**src/core/dcs_pkg.sv**
```systemverilog
package dcs_pkg;

  // default sizes
  localparam int NCH      = 6;
  localparam int AW       = 16;
  localparam int DW       = 16;
  localparam int FW       = 8;
  localparam int SW       = 4;
  localparam int RAW      = 8;

  // register map: per-channel block at channel * stride, globals above
  localparam int          CH_STRIDE_LOG = 3;
  localparam logic [2:0]  REG_SRC       = 3'h0;
  localparam logic [2:0]  REG_DST       = 3'h1;
  localparam logic [2:0]  REG_CNT       = 3'h2;
  localparam logic [2:0]  REG_SFC       = 3'h3;
  localparam logic [2:0]  REG_MODE      = 3'h4;
  localparam logic [7:0]  GLB_BASE      = 8'h30;
  localparam logic [7:0]  REG_GSRC      = 8'h30;
  localparam logic [7:0]  REG_GDST      = 8'h31;
  localparam logic [7:0]  REG_GCNT      = 8'h32;
  localparam logic [7:0]  REG_GFRM      = 8'h33;
  localparam logic [7:0]  REG_ESTEPA    = 8'h34;
  localparam logic [7:0]  REG_ESTEPB    = 8'h35;
  localparam logic [7:0]  REG_FSTEPA    = 8'h36;
  localparam logic [7:0]  REG_FSTEPB    = 8'h37;
  localparam logic [7:0]  REG_PRIO      = 8'h38;
  localparam logic [7:0]  REG_ENABLE    = 8'h39;
  localparam logic [7:0]  REG_DONE      = 8'h3a;
  localparam logic [7:0]  REG_STATUS    = 8'h3b;

  // channel mode control fields
  localparam int MC_AUTO     = 15;
  localparam int MC_DWORD    = 14;
  localparam int MC_SMODE_HI = 13;
  localparam int MC_SMODE_LO = 12;
  localparam int MC_SOFF     = 11;
  localparam int MC_SSEL     = 10;
  localparam int MC_DOFF     = 5;
  localparam int MC_DSEL     = 4;
  localparam int MC_DMODE_HI = 3;
  localparam int MC_DMODE_LO = 2;

  // sync and frame control fields
  localparam int SFC_SYNC_HI = 15;
  localparam int SFC_SYNC_LO = 12;
  localparam int SFC_FRM_HI  = 7;
  localparam int SFC_FRM_LO  = 0;

  // status register fields
  localparam int ST_BUSY     = 15;

  // reset values
  localparam logic [DW-1:0] RST_WORD  = 16'h0000;
  localparam logic [FW-1:0] RST_FRAME = 8'h00;
  localparam logic [SW-1:0] SYNC_NONE = 4'h0;

  typedef enum logic [1:0] {
    AM_HOLD = 2'b00,
    AM_INC  = 2'b01,
    AM_DEC  = 2'b10,
    AM_IDX  = 2'b11
  } dcs_amode_t;

  typedef enum logic [1:0] {
    SQ_IDLE = 2'b00,
    SQ_READ = 2'b01,
    SQ_WRIT = 2'b10
  } dcs_seq_t;

  // one access on the memory / peripheral bus
  typedef struct packed {
    logic          req;
    logic          we;
    logic          ext;
    logic [AW-1:0] addr;
    logic [DW-1:0] wdata;
  } dcs_mem_req_t;

endpackage

```
**src/core/dcs_dma_channel_sequencer.sv**
```systemverilog
`timescale 1ns/100ps
// Notes on behaviour
// - each channel has its own high/low priority bit; high channels served first
// - channels of equal priority are granted in rotating round-robin order
// - source and destination addresses update separately: hold, inc, dec or indexed
// - auto-reload restarts a finished block from global source, dest and count reloads
// - reloading only reads the global reload values, never clears them
// - frame counter is 8 bits, value zero means a single-frame block
// - frame counter decrements on the final read of a frame only
// - after the final frame with auto-reload, frame counter reloads from global frame reload
// - element counter is 16 bits and decrements after each element read
// - element count holds elements minus one; all ones gives 65536 elements
// - after the final frame with auto-reload, element counter reloads from global count
// - double-word element is two 16-bit accesses, addresses update after each half
// - double-word only when both source and destination are on-chip
// - source and destination select fields pick step pair a or b
// - element step is added on every access except the frame's last
// - frame step replaces element step on the final access of each frame
// - mode bit 5 makes destination off-chip, bit 11 source; zero keeps on-chip
// - 4-bit sync select picks the pacing event; zero runs unsynchronised
// - dma wins over the cpu for on-chip resources
module dcs_dma_channel_sequencer #(
  parameter int NCH = dcs_pkg::NCH
) (
  input  wire logic                              ref_clk,
  input  wire logic                              arst_n,
  input  wire logic                              clkEn,
  input  wire logic [dcs_pkg::RAW-1:0]           regAddr,
  input  wire logic [dcs_pkg::DW-1:0]            regWdata,
  input  wire logic                              regWr,
  input  wire logic                              regRd,
  output logic      [dcs_pkg::DW-1:0]            regRdata,
  input  wire logic [(1<<dcs_pkg::SW)-1:0]       syncEvt,
  output dcs_pkg::dcs_mem_req_t                  memReq,
  input  wire logic                              memAck,
  input  wire logic [dcs_pkg::DW-1:0]            memRdata,
  output logic                                   dmaOnChipClaim,
  output logic      [NCH-1:0]                    blockDone,
  output logic                                   busy
);

  localparam int CW = (NCH > 1) ? $clog2(NCH) : 1;

  typedef struct packed {
    logic [NCH-1:0][dcs_pkg::AW-1:0] srcPtr;
    logic [NCH-1:0][dcs_pkg::AW-1:0] dstPtr;
    logic [NCH-1:0][dcs_pkg::DW-1:0] elemCnt;
    logic [NCH-1:0][dcs_pkg::DW-1:0] elemInit;
    logic [NCH-1:0][dcs_pkg::DW-1:0] modeCtl;
    logic [NCH-1:0][dcs_pkg::SW-1:0] syncSel;
    logic [NCH-1:0][dcs_pkg::FW-1:0] frameCnt;
    logic [dcs_pkg::AW-1:0]          gSrc;
    logic [dcs_pkg::AW-1:0]          gDst;
    logic [dcs_pkg::DW-1:0]          gCnt;
    logic [dcs_pkg::FW-1:0]          gFrm;
    logic [dcs_pkg::DW-1:0]          stepA;
    logic [dcs_pkg::DW-1:0]          stepB;
    logic [dcs_pkg::DW-1:0]          fstepA;
    logic [dcs_pkg::DW-1:0]          fstepB;
    logic [NCH-1:0]                  prioHigh;
    logic [NCH-1:0]                  chanEn;
    logic [NCH-1:0]                  done;
    logic [NCH-1:0]                  syncPend;
    logic [CW-1:0]                   lastHi;
    logic [CW-1:0]                   lastLo;
    logic [CW-1:0]                   act;
    dcs_pkg::dcs_seq_t               seq;
    logic                            half;
    logic                            lastAcc;
    logic                            blockEnd;
    logic [dcs_pkg::DW-1:0]          data;
    dcs_pkg::dcs_mem_req_t           mem;
    logic                            claim;
    logic                            busyFlag;
    logic [dcs_pkg::DW-1:0]          rdData;
  } dcs_state_t;

  dcs_state_t st;
  dcs_state_t next_st;

  ////////////////////////////////////////////////////////////////////////////
  // helpers

  // first ready channel after the last one served, wrapping around
  function automatic logic [CW:0] pickNext(input logic [NCH-1:0] rdy, input logic [CW-1:0] last);
    logic [CW:0] res;
    int          j;
    res = '0;
    for (int i = NCH; i >= 1; i--) begin
      j = (int'(last) + i) % NCH;
      if (rdy[j]) begin
        res = {1'b1, CW'(j)};
      end
    end
    return res;
  endfunction

  // post-access address update
  function automatic logic [dcs_pkg::AW-1:0] stepAddr(input logic [dcs_pkg::AW-1:0] addr,
                                                     input logic [1:0] mode,
                                                     input logic [dcs_pkg::DW-1:0] step);
    logic [dcs_pkg::AW-1:0] res;
    res = addr;
    unique case (dcs_pkg::dcs_amode_t'(mode))
      dcs_pkg::AM_HOLD: res = addr;
      dcs_pkg::AM_INC:  res = addr + 16'h0001;
      dcs_pkg::AM_DEC:  res = addr - 16'h0001;
      dcs_pkg::AM_IDX:  res = addr + step;
    endcase
    return res;
  endfunction

  ////////////////////////////////////////////////////////////////////////////
  // decoded views of the current channel

  logic [NCH-1:0]         ready;
  logic [CW:0]            pickHi;
  logic [CW:0]            pickLo;
  logic [dcs_pkg::DW-1:0] mc;
  logic                   dwEff;
  logic [dcs_pkg::DW-1:0] srcStep;
  logic [dcs_pkg::DW-1:0] dstStep;
  logic                   elemLast;
  logic                   chHit;
  logic [CW-1:0]          chIdx;
  logic [2:0]             chReg;

  // channel ready: enabled and either free-running or an event pending
  always_comb begin
    for (int c = 0; c < NCH; c++) begin
      ready[c] = st.chanEn[c] & ((st.syncSel[c] == dcs_pkg::SYNC_NONE) | st.syncPend[c]);
    end
  end

  // separate rotations for the two priority levels
  assign pickHi = pickNext(ready & st.prioHigh, st.lastHi);
  assign pickLo = pickNext(ready & ~st.prioHigh, st.lastLo);

  assign mc       = st.modeCtl[st.act];
  assign dwEff    = mc[dcs_pkg::MC_DWORD] & ~mc[dcs_pkg::MC_SOFF] & ~mc[dcs_pkg::MC_DOFF];
  assign elemLast = (st.elemCnt[st.act] == dcs_pkg::RST_WORD) & (~dwEff | st.half);

  // step pair selection and frame-end substitution
  always_comb begin
    if (elemLast) begin
      srcStep = mc[dcs_pkg::MC_SSEL] ? st.fstepB : st.fstepA;
    end else begin
      srcStep = mc[dcs_pkg::MC_SSEL] ? st.stepB : st.stepA;
    end
    if (st.lastAcc) begin
      dstStep = mc[dcs_pkg::MC_DSEL] ? st.fstepB : st.fstepA;
    end else begin
      dstStep = mc[dcs_pkg::MC_DSEL] ? st.stepB : st.stepA;
    end
  end

  assign chHit = (regAddr < dcs_pkg::GLB_BASE) &&
                 (int'(regAddr[dcs_pkg::RAW-1:dcs_pkg::CH_STRIDE_LOG]) < NCH);
  assign chIdx = CW'(regAddr[dcs_pkg::RAW-1:dcs_pkg::CH_STRIDE_LOG]);
  assign chReg = regAddr[dcs_pkg::CH_STRIDE_LOG-1:0];

  ////////////////////////////////////////////////////////////////////////////
  // next state

  always_comb begin
    logic [NCH-1:0] doneSet;
    logic [NCH-1:0] grant;
    logic           evt;
    logic [CW-1:0]  a;
    next_st = st;
    doneSet = '0;
    grant   = '0;
    evt     = 1'b0;
    a       = st.act;
    next_st.rdData = dcs_pkg::RST_WORD;

    // sequencer
    unique case (st.seq)
      dcs_pkg::SQ_IDLE: begin
        if (pickHi[CW] | pickLo[CW]) begin
          a = pickHi[CW] ? pickHi[CW-1:0] : pickLo[CW-1:0];
          if (pickHi[CW]) begin
            next_st.lastHi = a;
          end else begin
            next_st.lastLo = a;
          end
          grant[a]          = 1'b1;
          next_st.act       = a;
          next_st.half      = 1'b0;
          next_st.seq       = dcs_pkg::SQ_READ;
          next_st.mem.req   = 1'b1;
          next_st.mem.we    = 1'b0;
          next_st.mem.ext   = st.modeCtl[a][dcs_pkg::MC_SOFF];
          next_st.mem.addr  = st.srcPtr[a];
          next_st.claim     = ~st.modeCtl[a][dcs_pkg::MC_SOFF];
        end
      end
      dcs_pkg::SQ_READ: begin
        if (memAck) begin
          next_st.data      = memRdata;
          next_st.lastAcc   = elemLast;
          next_st.blockEnd  = elemLast & (st.frameCnt[a] == dcs_pkg::RST_FRAME);
          next_st.srcPtr[a] = stepAddr(st.srcPtr[a], mc[dcs_pkg::MC_SMODE_HI:dcs_pkg::MC_SMODE_LO],
                                       srcStep);
          if (~dwEff | st.half) begin
            if (st.elemCnt[a] == dcs_pkg::RST_WORD) begin
              if (st.frameCnt[a] != dcs_pkg::RST_FRAME) begin
                next_st.frameCnt[a] = st.frameCnt[a] - 8'h01;
                next_st.elemCnt[a]  = st.elemInit[a];
              end
            end else begin
              next_st.elemCnt[a] = st.elemCnt[a] - 16'h0001;
            end
          end
          next_st.seq       = dcs_pkg::SQ_WRIT;
          next_st.mem.we    = 1'b1;
          next_st.mem.ext   = mc[dcs_pkg::MC_DOFF];
          next_st.mem.addr  = st.dstPtr[a];
          next_st.mem.wdata = memRdata;
          next_st.claim     = ~mc[dcs_pkg::MC_DOFF];
        end
      end
      dcs_pkg::SQ_WRIT: begin
        if (memAck) begin
          next_st.dstPtr[a] = stepAddr(st.dstPtr[a], mc[dcs_pkg::MC_DMODE_HI:dcs_pkg::MC_DMODE_LO],
                                       dstStep);
          if (dwEff & ~st.half) begin
            // second half of a double word, same element
            next_st.half     = 1'b1;
            next_st.seq      = dcs_pkg::SQ_READ;
            next_st.mem.we   = 1'b0;
            next_st.mem.ext  = 1'b0;
            next_st.mem.addr = st.srcPtr[a];
            next_st.claim    = 1'b1;
          end else begin
            next_st.seq       = dcs_pkg::SQ_IDLE;
            next_st.mem.req   = 1'b0;
            next_st.mem.we    = 1'b0;
            next_st.claim     = 1'b0;
            if (st.blockEnd) begin
              doneSet[a] = 1'b1;
              if (mc[dcs_pkg::MC_AUTO]) begin
                // globals are only read here, so one load serves every block
                next_st.srcPtr[a]   = st.gSrc;
                next_st.dstPtr[a]   = st.gDst;
                next_st.elemCnt[a]  = st.gCnt;
                next_st.elemInit[a] = st.gCnt;
                next_st.frameCnt[a] = st.gFrm;
              end else begin
                next_st.chanEn[a] = 1'b0;
              end
            end
          end
        end
      end
      default: begin
        next_st.seq     = dcs_pkg::SQ_IDLE;
        next_st.mem.req = 1'b0;
        next_st.claim   = 1'b0;
      end
    endcase

    // sync event latch, a new event beats the clear from a grant
    for (int c = 0; c < NCH; c++) begin
      evt = (st.syncSel[c] != dcs_pkg::SYNC_NONE) & syncEvt[st.syncSel[c]];
      next_st.syncPend[c] = (st.syncPend[c] & ~grant[c]) | evt;
    end

    // register writes
    if (regWr) begin
      if (chHit) begin
        unique case (chReg)
          dcs_pkg::REG_SRC:  next_st.srcPtr[chIdx] = regWdata;
          dcs_pkg::REG_DST:  next_st.dstPtr[chIdx] = regWdata;
          dcs_pkg::REG_CNT: begin
            next_st.elemCnt[chIdx]  = regWdata;
            next_st.elemInit[chIdx] = regWdata;
          end
          dcs_pkg::REG_SFC: begin
            next_st.syncSel[chIdx]  = regWdata[dcs_pkg::SFC_SYNC_HI:dcs_pkg::SFC_SYNC_LO];
            next_st.frameCnt[chIdx] = regWdata[dcs_pkg::SFC_FRM_HI:dcs_pkg::SFC_FRM_LO];
          end
          dcs_pkg::REG_MODE: next_st.modeCtl[chIdx] = regWdata;
          default: ;
        endcase
      end else begin
        unique case (regAddr)
          dcs_pkg::REG_GSRC:   next_st.gSrc     = regWdata;
          dcs_pkg::REG_GDST:   next_st.gDst     = regWdata;
          dcs_pkg::REG_GCNT:   next_st.gCnt     = regWdata;
          dcs_pkg::REG_GFRM:   next_st.gFrm     = regWdata[dcs_pkg::FW-1:0];
          dcs_pkg::REG_ESTEPA: next_st.stepA    = regWdata;
          dcs_pkg::REG_ESTEPB: next_st.stepB    = regWdata;
          dcs_pkg::REG_FSTEPA: next_st.fstepA   = regWdata;
          dcs_pkg::REG_FSTEPB: next_st.fstepB   = regWdata;
          dcs_pkg::REG_PRIO:   next_st.prioHigh = regWdata[NCH-1:0];
          dcs_pkg::REG_ENABLE: next_st.chanEn   = regWdata[NCH-1:0];
          dcs_pkg::REG_DONE:   next_st.done     = st.done & ~regWdata[NCH-1:0];
          default: ;
        endcase
      end
    end
    // completion set wins over a same-cycle clear
    next_st.done = next_st.done | doneSet;
    // busy registered beside the sequencer so the pin comes from a flop
    next_st.busyFlag = (next_st.seq != dcs_pkg::SQ_IDLE);

    // register reads, data valid the following cycle
    if (regRd) begin
      if (chHit) begin
        unique case (chReg)
          dcs_pkg::REG_SRC:  next_st.rdData = st.srcPtr[chIdx];
          dcs_pkg::REG_DST:  next_st.rdData = st.dstPtr[chIdx];
          dcs_pkg::REG_CNT:  next_st.rdData = st.elemCnt[chIdx];
          dcs_pkg::REG_SFC: begin
            next_st.rdData[dcs_pkg::SFC_SYNC_HI:dcs_pkg::SFC_SYNC_LO] = st.syncSel[chIdx];
            next_st.rdData[dcs_pkg::SFC_FRM_HI:dcs_pkg::SFC_FRM_LO]   = st.frameCnt[chIdx];
          end
          dcs_pkg::REG_MODE: next_st.rdData = st.modeCtl[chIdx];
          default: ;
        endcase
      end else begin
        unique case (regAddr)
          dcs_pkg::REG_GSRC:   next_st.rdData = st.gSrc;
          dcs_pkg::REG_GDST:   next_st.rdData = st.gDst;
          dcs_pkg::REG_GCNT:   next_st.rdData = st.gCnt;
          dcs_pkg::REG_GFRM:   next_st.rdData[dcs_pkg::FW-1:0] = st.gFrm;
          dcs_pkg::REG_ESTEPA: next_st.rdData = st.stepA;
          dcs_pkg::REG_ESTEPB: next_st.rdData = st.stepB;
          dcs_pkg::REG_FSTEPA: next_st.rdData = st.fstepA;
          dcs_pkg::REG_FSTEPB: next_st.rdData = st.fstepB;
          dcs_pkg::REG_PRIO:   next_st.rdData[NCH-1:0] = st.prioHigh;
          dcs_pkg::REG_ENABLE: next_st.rdData[NCH-1:0] = st.chanEn;
          dcs_pkg::REG_DONE:   next_st.rdData[NCH-1:0] = st.done;
          dcs_pkg::REG_STATUS: begin
            next_st.rdData[dcs_pkg::ST_BUSY] = (st.seq != dcs_pkg::SQ_IDLE);
            next_st.rdData[CW-1:0]           = st.act;
          end
          default: ;
        endcase
      end
    end
  end

  ////////////////////////////////////////////////////////////////////////////
  // state register, frozen while clkEn is low

  always_ff @(posedge ref_clk or negedge arst_n) begin
    if (!arst_n) begin
      st <= '0;
    end else if (clkEn) begin
      st <= next_st;
    end
  end

  ////////////////////////////////////////////////////////////////////////////
  // outputs, all straight from the state register

  assign regRdata       = st.rdData;
  assign memReq         = st.mem;
  assign dmaOnChipClaim = st.claim;
  assign blockDone      = st.done;
  assign busy           = st.busyFlag;

endmodule

```
**config.mk**
```make
export PLATFORM = sky130hd
export DESIGN_NAME = dcs_dma_channel_sequencer
export DESIGN_NICKNAME = d
export VERILOG_FILES = /design/src/core/dcs_pkg.sv /design/src/core/dcs_dma_channel_sequencer.sv
export SDC_FILE = /design/constraint.sdc
export NUM_CORES = 2
export LEC_CHECK = 0
export ABC_CLOCK_PERIOD_IN_PS = 8200
export BUFFER_PORTS_ARGS = -buffer_cell sky130_fd_sc_hd__buf_2
export CORE_ASPECT_RATIO = 1.1
export CORE_MARGIN = 5
export CORE_UTILIZATION = 26
export CTS_BUF_LIST = sky130_fd_sc_hd__clkbuf_4
export CTS_CLUSTER_DIAMETER = 40
export CTS_CLUSTER_SIZE = 30
export DETAILED_ROUTE_END_ITERATION = 8
export GPL_ROUTABILITY_DRIVEN = 0
export GPL_TIMING_DRIVEN = 0
export HOLD_SLACK_MARGIN = 0.06
export MAX_ROUTING_LAYER = met4
export PLACE_DENSITY = 0.37
export SKIP_LAST_GASP = 1
export SLEW_MARGIN = 20
export SYNTH_ARGS = -nofsm -noshare
export SYNTH_HDL_FRONTEND = slang
export SYNTH_SLANG_ARGS = --single-unit
```
**constraint.sdc**
```tcl
create_clock -name ref_clk -period 8.2 [get_ports ref_clk]
set_clock_uncertainty 0.1 [all_clocks]
set_input_delay 0.82 -clock ref_clk [delete_from_list [all_inputs] [get_ports ref_clk]]
set_output_delay 0.82 -clock ref_clk [all_outputs]
set_load 0.05 [all_outputs]
```
[Word-level counts from Yosys, hierarchy flattened]
Cells that the tools add are included.
Word-level totals
  flip-flop bits (word level): 763
  input bits: 62
Cells by class
  bitwise operators: 59
  reductions and logical operators: 47
  mux-type cells: 212
  add/subtract/negate cells: 20
  magnitude comparators: 26
  eq/ne operators: 29
  div/mod/pow operators: 12
Operator list (count)
  $mux 384: 4
  $bwmux 96: 13
  $mux 96: 10
  $mux 690: 1
  $mux 552: 1
  $bmux 16 s3: 11
  $mux 16: 31
  $lt 32x5->1 const B: 12
  $mod 32x4->32 const B: 12
  $mux 48: 8
  $pmux 96 s2: 2
  $mux 192: 1
  $bwmux 48: 3
  $mux 138: 1
  $pmux 16 s4: 2
  $demux 16 s3: 2
  $eq 8x6->1 const B: 12
  $pmux 48 s2: 1
  $mux 6: 14
  $mux 72: 1
  $mux 4: 14
  $reduce_and 4->1: 14
  $pmux 18 s3: 1
  $pmux 7 s7: 1
  other kinds (63): 233

[Depth between registers and ports, before layout]
  depth in word-level cells: 23
  gate-level depth with buffers: 32
  mapped depth without buffers: 26

[Worst setup path before layout]
OpenSTA, ideal clock, no wires.
  path kind: reg-to-reg
  start: register st[74] in the netlist's numbering
  end: register st[730] in the netlist's numbering
  path buffers: 7
  slack: 1.575 ns
  data required time: 7.974 ns
  arrival time: 6.400 ns
  period minus slack after synthesis: 6.625 ns
  library setup time: 0.126 ns
  cell stages (with the launch flop): 32
  path through: dfrtp_1 -> buf_2 -> buf_2 -> buf_4 -> buf_2 -> mux2i_1 -> o22ai_1 -> a221oi_1 -> ha_1 -> nand4_1 -> nand4bb_1 -> clkbuf_1 -> clkbuf_1 -> nor2_1 -> clkbuf_1 -> nand2_1 -> nand3_1 -> o21ai_0 -> a21oi_1 -> ha_1 -> a21o_1 -> a21o_1 -> a2111oi_0 -> nor3_1 -> o31ai_1 -> o21ai_0 -> a31oi_1 -> mux2i_1 -> xnor2_1 -> nor2_2 -> a221oi_1 -> nor2_1
Between the ends
  longest elaborated chain between the ends: 20
Ends and longest elaborated chain
  from (decl): RTL line dcs_dma_channel_sequencer.sv:78  | dcs_state_t st;
  from (signal assigned): RTL line dcs_dma_channel_sequencer.sv:352  | st <= next_st;
  $bmux 16 s3: RTL line dcs_dma_channel_sequencer.sv:139  | assign mc = st.modeCtl[st.act];
  $mux 16 (not written as such): RTL line dcs_dma_channel_sequencer.sv:139
  $not 1->1: RTL line dcs_dma_channel_sequencer.sv:140  | assign dwEff = mc[dcs_pkg::MC_DWORD] & ~mc[dcs_pkg::MC_SOFF] & ~mc[dcs_pkg::MC_DOFF];
  $and 1x1->1 (2 in a row): RTL line dcs_dma_channel_sequencer.sv:140
  $not 1->1: RTL line dcs_dma_channel_sequencer.sv:141  | assign elemLast = (st.elemCnt[st.act] == dcs_pkg::RST_WORD) & (~dwEff | st.half);
  $or 1x1->1: RTL line dcs_dma_channel_sequencer.sv:141
  $and 1x1->1: RTL line dcs_dma_channel_sequencer.sv:141
  $mux 16: RTL line dcs_dma_channel_sequencer.sv:145  | if (elemLast) begin
  [... 3 more ...]
  $mux 16: RTL line dcs_dma_channel_sequencer.sv:178  | unique case (st.seq)
  $bwmux 96: RTL line dcs_dma_channel_sequencer.sv:203  | next_st.srcPtr[a] = stepAddr(st.srcPtr[a], mc[dcs_pkg::MC_SMODE_HI:dcs_pkg::MC_SMODE_LO],
  $mux 96: RTL line dcs_dma_channel_sequencer.sv:199  | if (memAck) begin
  $pmux 96 s2 *: RTL line dcs_dma_channel_sequencer.sv:178
  $bwmux 96: RTL line dcs_dma_channel_sequencer.sv:273  | dcs_pkg::REG_SRC: next_st.srcPtr[chIdx] = regWdata;
  $mux 96: RTL line dcs_dma_channel_sequencer.sv:272  | unique case (chReg)
  $mux 552: RTL line dcs_dma_channel_sequencer.sv:271  | if (chHit) begin
  $mux 690 *: RTL line dcs_dma_channel_sequencer.sv:270  | if (regWr) begin
Mark *: on every way between the ends. The rest lies on a longest branch, timed or not. The select of a mux whose other input is x is not followed.
A chain may end at the register's enable or synchronous reset.

[Final worst setup path]
  start: register st[76] in the netlist's numbering
  end: register st[682] in the netlist's numbering
Between the ends
  longest elaborated chain between the ends: 19
Ends and longest elaborated chain
  $bmux 16 s3: RTL line dcs_dma_channel_sequencer.sv:139
  $mux 16 (not written as such): RTL line dcs_dma_channel_sequencer.sv:139
  $mux 16 (on tied branches): RTL line dcs_dma_channel_sequencer.sv:153, dcs_dma_channel_sequencer.sv:151
  $mux 16: RTL line dcs_dma_channel_sequencer.sv:150  | if (st.lastAcc) begin
  $add 16x16->16: RTL line dcs_dma_channel_sequencer.sv:108  | dcs_pkg::AM_IDX: res = addr + step;
  $pmux 16 s4: RTL line dcs_dma_channel_sequencer.sv:104  | unique case (dcs_pkg::dcs_amode_t'(mode))
  $mux 16: RTL line dcs_dma_channel_sequencer.sv:224  | if (memAck) begin
  $mux 16: RTL line dcs_dma_channel_sequencer.sv:178
  [... 3 more ...]
  $mux 384: RTL line dcs_dma_channel_sequencer.sv:240  | if (st.blockEnd) begin
  $mux 384 *: RTL line dcs_dma_channel_sequencer.sv:227  | if (dwEff & ~st.half) begin
  $mux 384 *: RTL line dcs_dma_channel_sequencer.sv:224
  $mux 96 *: RTL line dcs_dma_channel_sequencer.sv:178
  $bwmux 96: RTL line dcs_dma_channel_sequencer.sv:274  | dcs_pkg::REG_DST: next_st.dstPtr[chIdx] = regWdata;
  $mux 96: RTL line dcs_dma_channel_sequencer.sv:272
  $mux 552: RTL line dcs_dma_channel_sequencer.sv:271
  $mux 690 *: RTL line dcs_dma_channel_sequencer.sv:270
Marked as above.

==> flow_metrics.py <==
metrics = {
    "pwr": {
        "ratio_of_total_power_to_cell_area_mw_per_mm2": 356,
        "power_leakage_nw": 25.0,
        "p_total_mw": 21.9,
        "irDropWorstVdd_v": 0.000178,
    },
    "drt": {
        "antenna_left": 0,
        "first_pass_iters": 9,
        "dr_total_vias": 61500,
        "drt-wirelength-per-cell_um": 44.8,
        "drt-vias-per-instance": 6.62,
        "drt-total-wl_um": 416000,
        "detail_route.iter0.violations": 10500,
        "drc_violation_count_after_routing": 115,
    },
    "clock_network": {
        "cts-htree-levels": 4,
        "clock-root-buffer": "clkbuf_4",
        "tritoncts": "yes",
        "path_clk_slew_ns": 0.09,
        "max-clock-path-buffers": 3,
        "cts-buffers-inserted": 187,
        "clock_latency_ns": 1.49,
        "number_of_sinks_driven_by_the_clock_tree": 763,
    },
    "status": {
        "violations": "DRC, setup timing",
        "status": "finished with violations",
    },
    "placement": {
        "numPlacedInstances": 8779,
        "port_buffers": 108,
        "dp_worst_setup_slack_ns": -3.31,
        "place.detailed.hpwl_um": 310000,
    },
    "worst_setup_path": {
        "path_common_cell": "buf_2",
        "cells_traversed_along_the_worst_timing_path": "buf_2, buf_6, buf_6, buf_2, clkbuf_4, buf_2, buf_2, o22ai_2, ha_1, a21o_1, a21oi_1, o21ai_0, a21oi_1, o211ai_1, a31o_2, a2111oi_0, nor3_1, mux2i_1, xnor2_1, mux2i_2, a21oi_1",
        "crit_type": "reg -> reg",
        "start_kind": "flip-flop",
        "worst_r2r_endpoint": "st[682]$_DFFE_PN0P_",
        "worst_path_max_delay_cell": "buf_2",
        "reg2regPathDepth": 21,
        "arrival_ns": 9.46,
        "critical_path_end_type": "flip-flop",
        "path_max_fanout": 12,
        "worst_path_largest_cell_delay_ns": 0.71,
        "ff2ff_setup_slack_ns": -0.05,
        "rr_startpoint": "st[76]$_DFFE_PN0P_",
        "worst_ep_required_time_ns": 9.40,
    },
    "die": {
        "core-area_mm2": 0.199,
        "num_rows": 172,
        "floorplan.die.height_um": 480,
        "initial_core_util_pct": 26.1,
        "boundaryPins": 121,
        "die_w_um": 437,
        "dieArea_mm2": 0.210,
    },
    "global_routing": {
        "grt_pass1_vias": 57300,
        "grt_usage_pct": 39.4,
        "antenna_found_initial": 70,
        "grt_max_degree": 116,
        "globalRoute.totalOverflow": 0,
        "grt_first_pass_wirelength_um": 544000,
    },
    "synthesis": {
        "synth_ff_type": "dfrtp_1",
        "synthesis.yosys.warnings": 0,
        "synth_cells": 6005,
        "post_synth_design_cell_area_mm2": 0.0521,
        "netlist.top_cell.by_area": "dfrtp_1",
        "synth_async_sr_flop_share_pct": 100,
        "synth_enable_flop_cells": 0,
        "yosysUniqueCellTypes": 108,
        "post_synthesis_net_count": 6130,
        "synth_largest_type_area_fraction_pct": 36.6,
        "synthTopCellsByArea": "dfrtp_1 37%, mux2_2 6.9%, a21oi_1 5.5%, nor2_1 4.6%, a22oi_1 4.5%",
        "post_synthesis_area_per_instance_um2": 8.68,
        "yosysSeqAreaShare_pct": 36.6,
        "yosys_register_bits": 763,
    },
    "final_layout": {
        "final_nets": 6542,
        "layout_stage_area_growth_over_the_synthesis_result_pct": 18.0,
        "final_non_filler_cells": 9279,
        "layout_common_cells": "762 x dfrtp_1, 626 x nor2_1, 565 x a21oi_1",
        "fin_util_pct": 30.8,
        "most_frequent_standard_cell_in_the_layout_excluding_fill_and_tap_cells": "dfrtp_1",
        "share_of_cells_above_drive_strength_1_pct": 19.8,
    },
    "timing": {
        "worst_max_slew_pin_slew_ns": 1.41,
        "final.period_utilization_pct": 101,
        "setup_repair_after_global_routing_missed_its_margin": "true",
        "final.min_clock_period_ns": 8.25,
        "hold_ws_ns": 0.103,
        "layout_setup_ws_ns": -0.0513,
        "max_freq_ghz": 0.121,
        "report.final.hold_viol_count": 0,
        "timing.final.max_slew_violations": 0,
        "setup-violations-final": 7,
        "timing.max_slew.rel_slack_pct": 5.97,
    },
    "hold_path": {
        "hold_path.class": "in -> reg",
        "destination_of_the_worst_hold_path": "memReq[14]$_DFFE_PN0P_",
        "holdCritStartpoint": "memRdata[14]",
        "worst_hold_path.num_cells": 3,
    },
    "run": {
        "timing.max_cap.violations": 0,
    },
}
## worst max path at each step
stage	startpoint	end	slack, ns	cells past startpoint
floorplan	st[74]$_DFFE_PN0P_	st[730]$_DFFE_PN0P_	1.57	31
global placement	arst_n	st[82]$_DFFE_PN0P_	-12.90	1
detailed placement	st[74]$_DFFE_PN0P_	st[730]$_DFFE_PN0P_	-3.31	31
CTS	st[75]$_DFFE_PN0P_	st[730]$_DFFE_PN0P_	0.01	29
global route	st[76]$_DFFE_PN0P_	st[730]$_DFFE_PN0P_	-0.02	32
finish	st[76]$_DFFE_PN0P_	st[682]$_DFFE_PN0P_	-0.05	21
## worst max-delay path: cells and delay by family (launching register included)
| family | cells | cell delay, ns |
|---|---|---|
| AOI/OAI and AO/OA | 9 | 2.44 |
| xor gates and xnor gates | 1 | 0.15 |
| adders and majority gates | 1 | 0.41 |
| buffers and inverters | 7 | 3.50 |
| DFF | 1 | 0.34 |
| muxes | 2 | 0.94 |
| and+or+nand+nor | 1 | 0.13 |
## timing repair
item                       CTS  global route
buffers inserted             3             7
pin swaps                    1             3
resized for setup           58            22
hold endpoints to repair   451             0
cloned                       0             0
hold buffers                50             0
setup endpoints to repair  102            39
## stage by stage
step,TNS [ns],area [um^2]
after global routing,-0.0284,61500
after floorplan,0,52100
final,-0.216,61500
after global placement,-,55900
after CTS,0,61100
after detailed placement,-192.79,57300
## report_power, final
part | internal, mW | switching [mW]
combinational | 3.35 | 8.25
sequential | 4.54 | 1.39
clock | 2.19 | 2.16
## kinds of logic (layout without fill, tap and decap cells)
kind of cell | after synthesis | count (layout) | synth area share, %
AOI/OAI and AO/OA | 2272 | 2272 | 27.9
and+or+nand+nor | 1590 | 1590 | 13.4
DFF | 763 | 763 | 36.6
buffers and inverters | 694 | 1257 | 5.85
muxes | 574 | 574 | 13.8
adders and majority gates | 64 | 64 | 1.56
xor gates and xnor gates | 48 | 48 | 0.807
other | 0 | 101 | 0
## Yosys cell counts (13+ instances only)
cell type  count
dfrtp_1      763
nor2_1       635
a21oi_1      571
nand2_1      522
o21ai_0      446
clkbuf_1     408
mux2_2       318
a22oi_1      311
o22ai_1      311
mux2i_1      172
nand3_1      141
inv_1        112
a221oi_1     104
a31oi_1       92
mux4_2        72
nor3_1        68
buf_4         65
ha_1          61
buf_1         44
buf_2         44
o221ai_1      44
o211ai_1      42
a22o_1        38
o21ai_1       32
xnor2_1       31
a221o_1       29
nand2b_1      28
a211oi_1      26
a222oi_1      23
nor2b_1       23
nor4_1        20
a32oi_1       19
and2_1        19
and3_1        19
or3_1         19
nand4_1       18
xor2_1        17
o22a_1        16
o31ai_1       16
a21o_1        15
o221a_2       14
or2_2         13
## metal layers
metal	track usage [%]	vias to the layer above	share of wire, %
met4	34.6	0	11
met2	53.7	5206	40
met5	-	-	0
li1	-	23700	-
met1	42.2	30600	35
met3	19.1	1951	13
## cell type report
type	instances	area (um^2)
fillers	21300	138000
multi-input cells	4548	30300
flip-flops and latches	763	19100
well taps	2610	3270
plain buffers	575	2900
repair buffers	225	2180
clock buffers	217	1630
clock inverters	123	1400
inverters	117	442
diodes	101	253
Note: power is estimated with default switching activity, not from simulation.
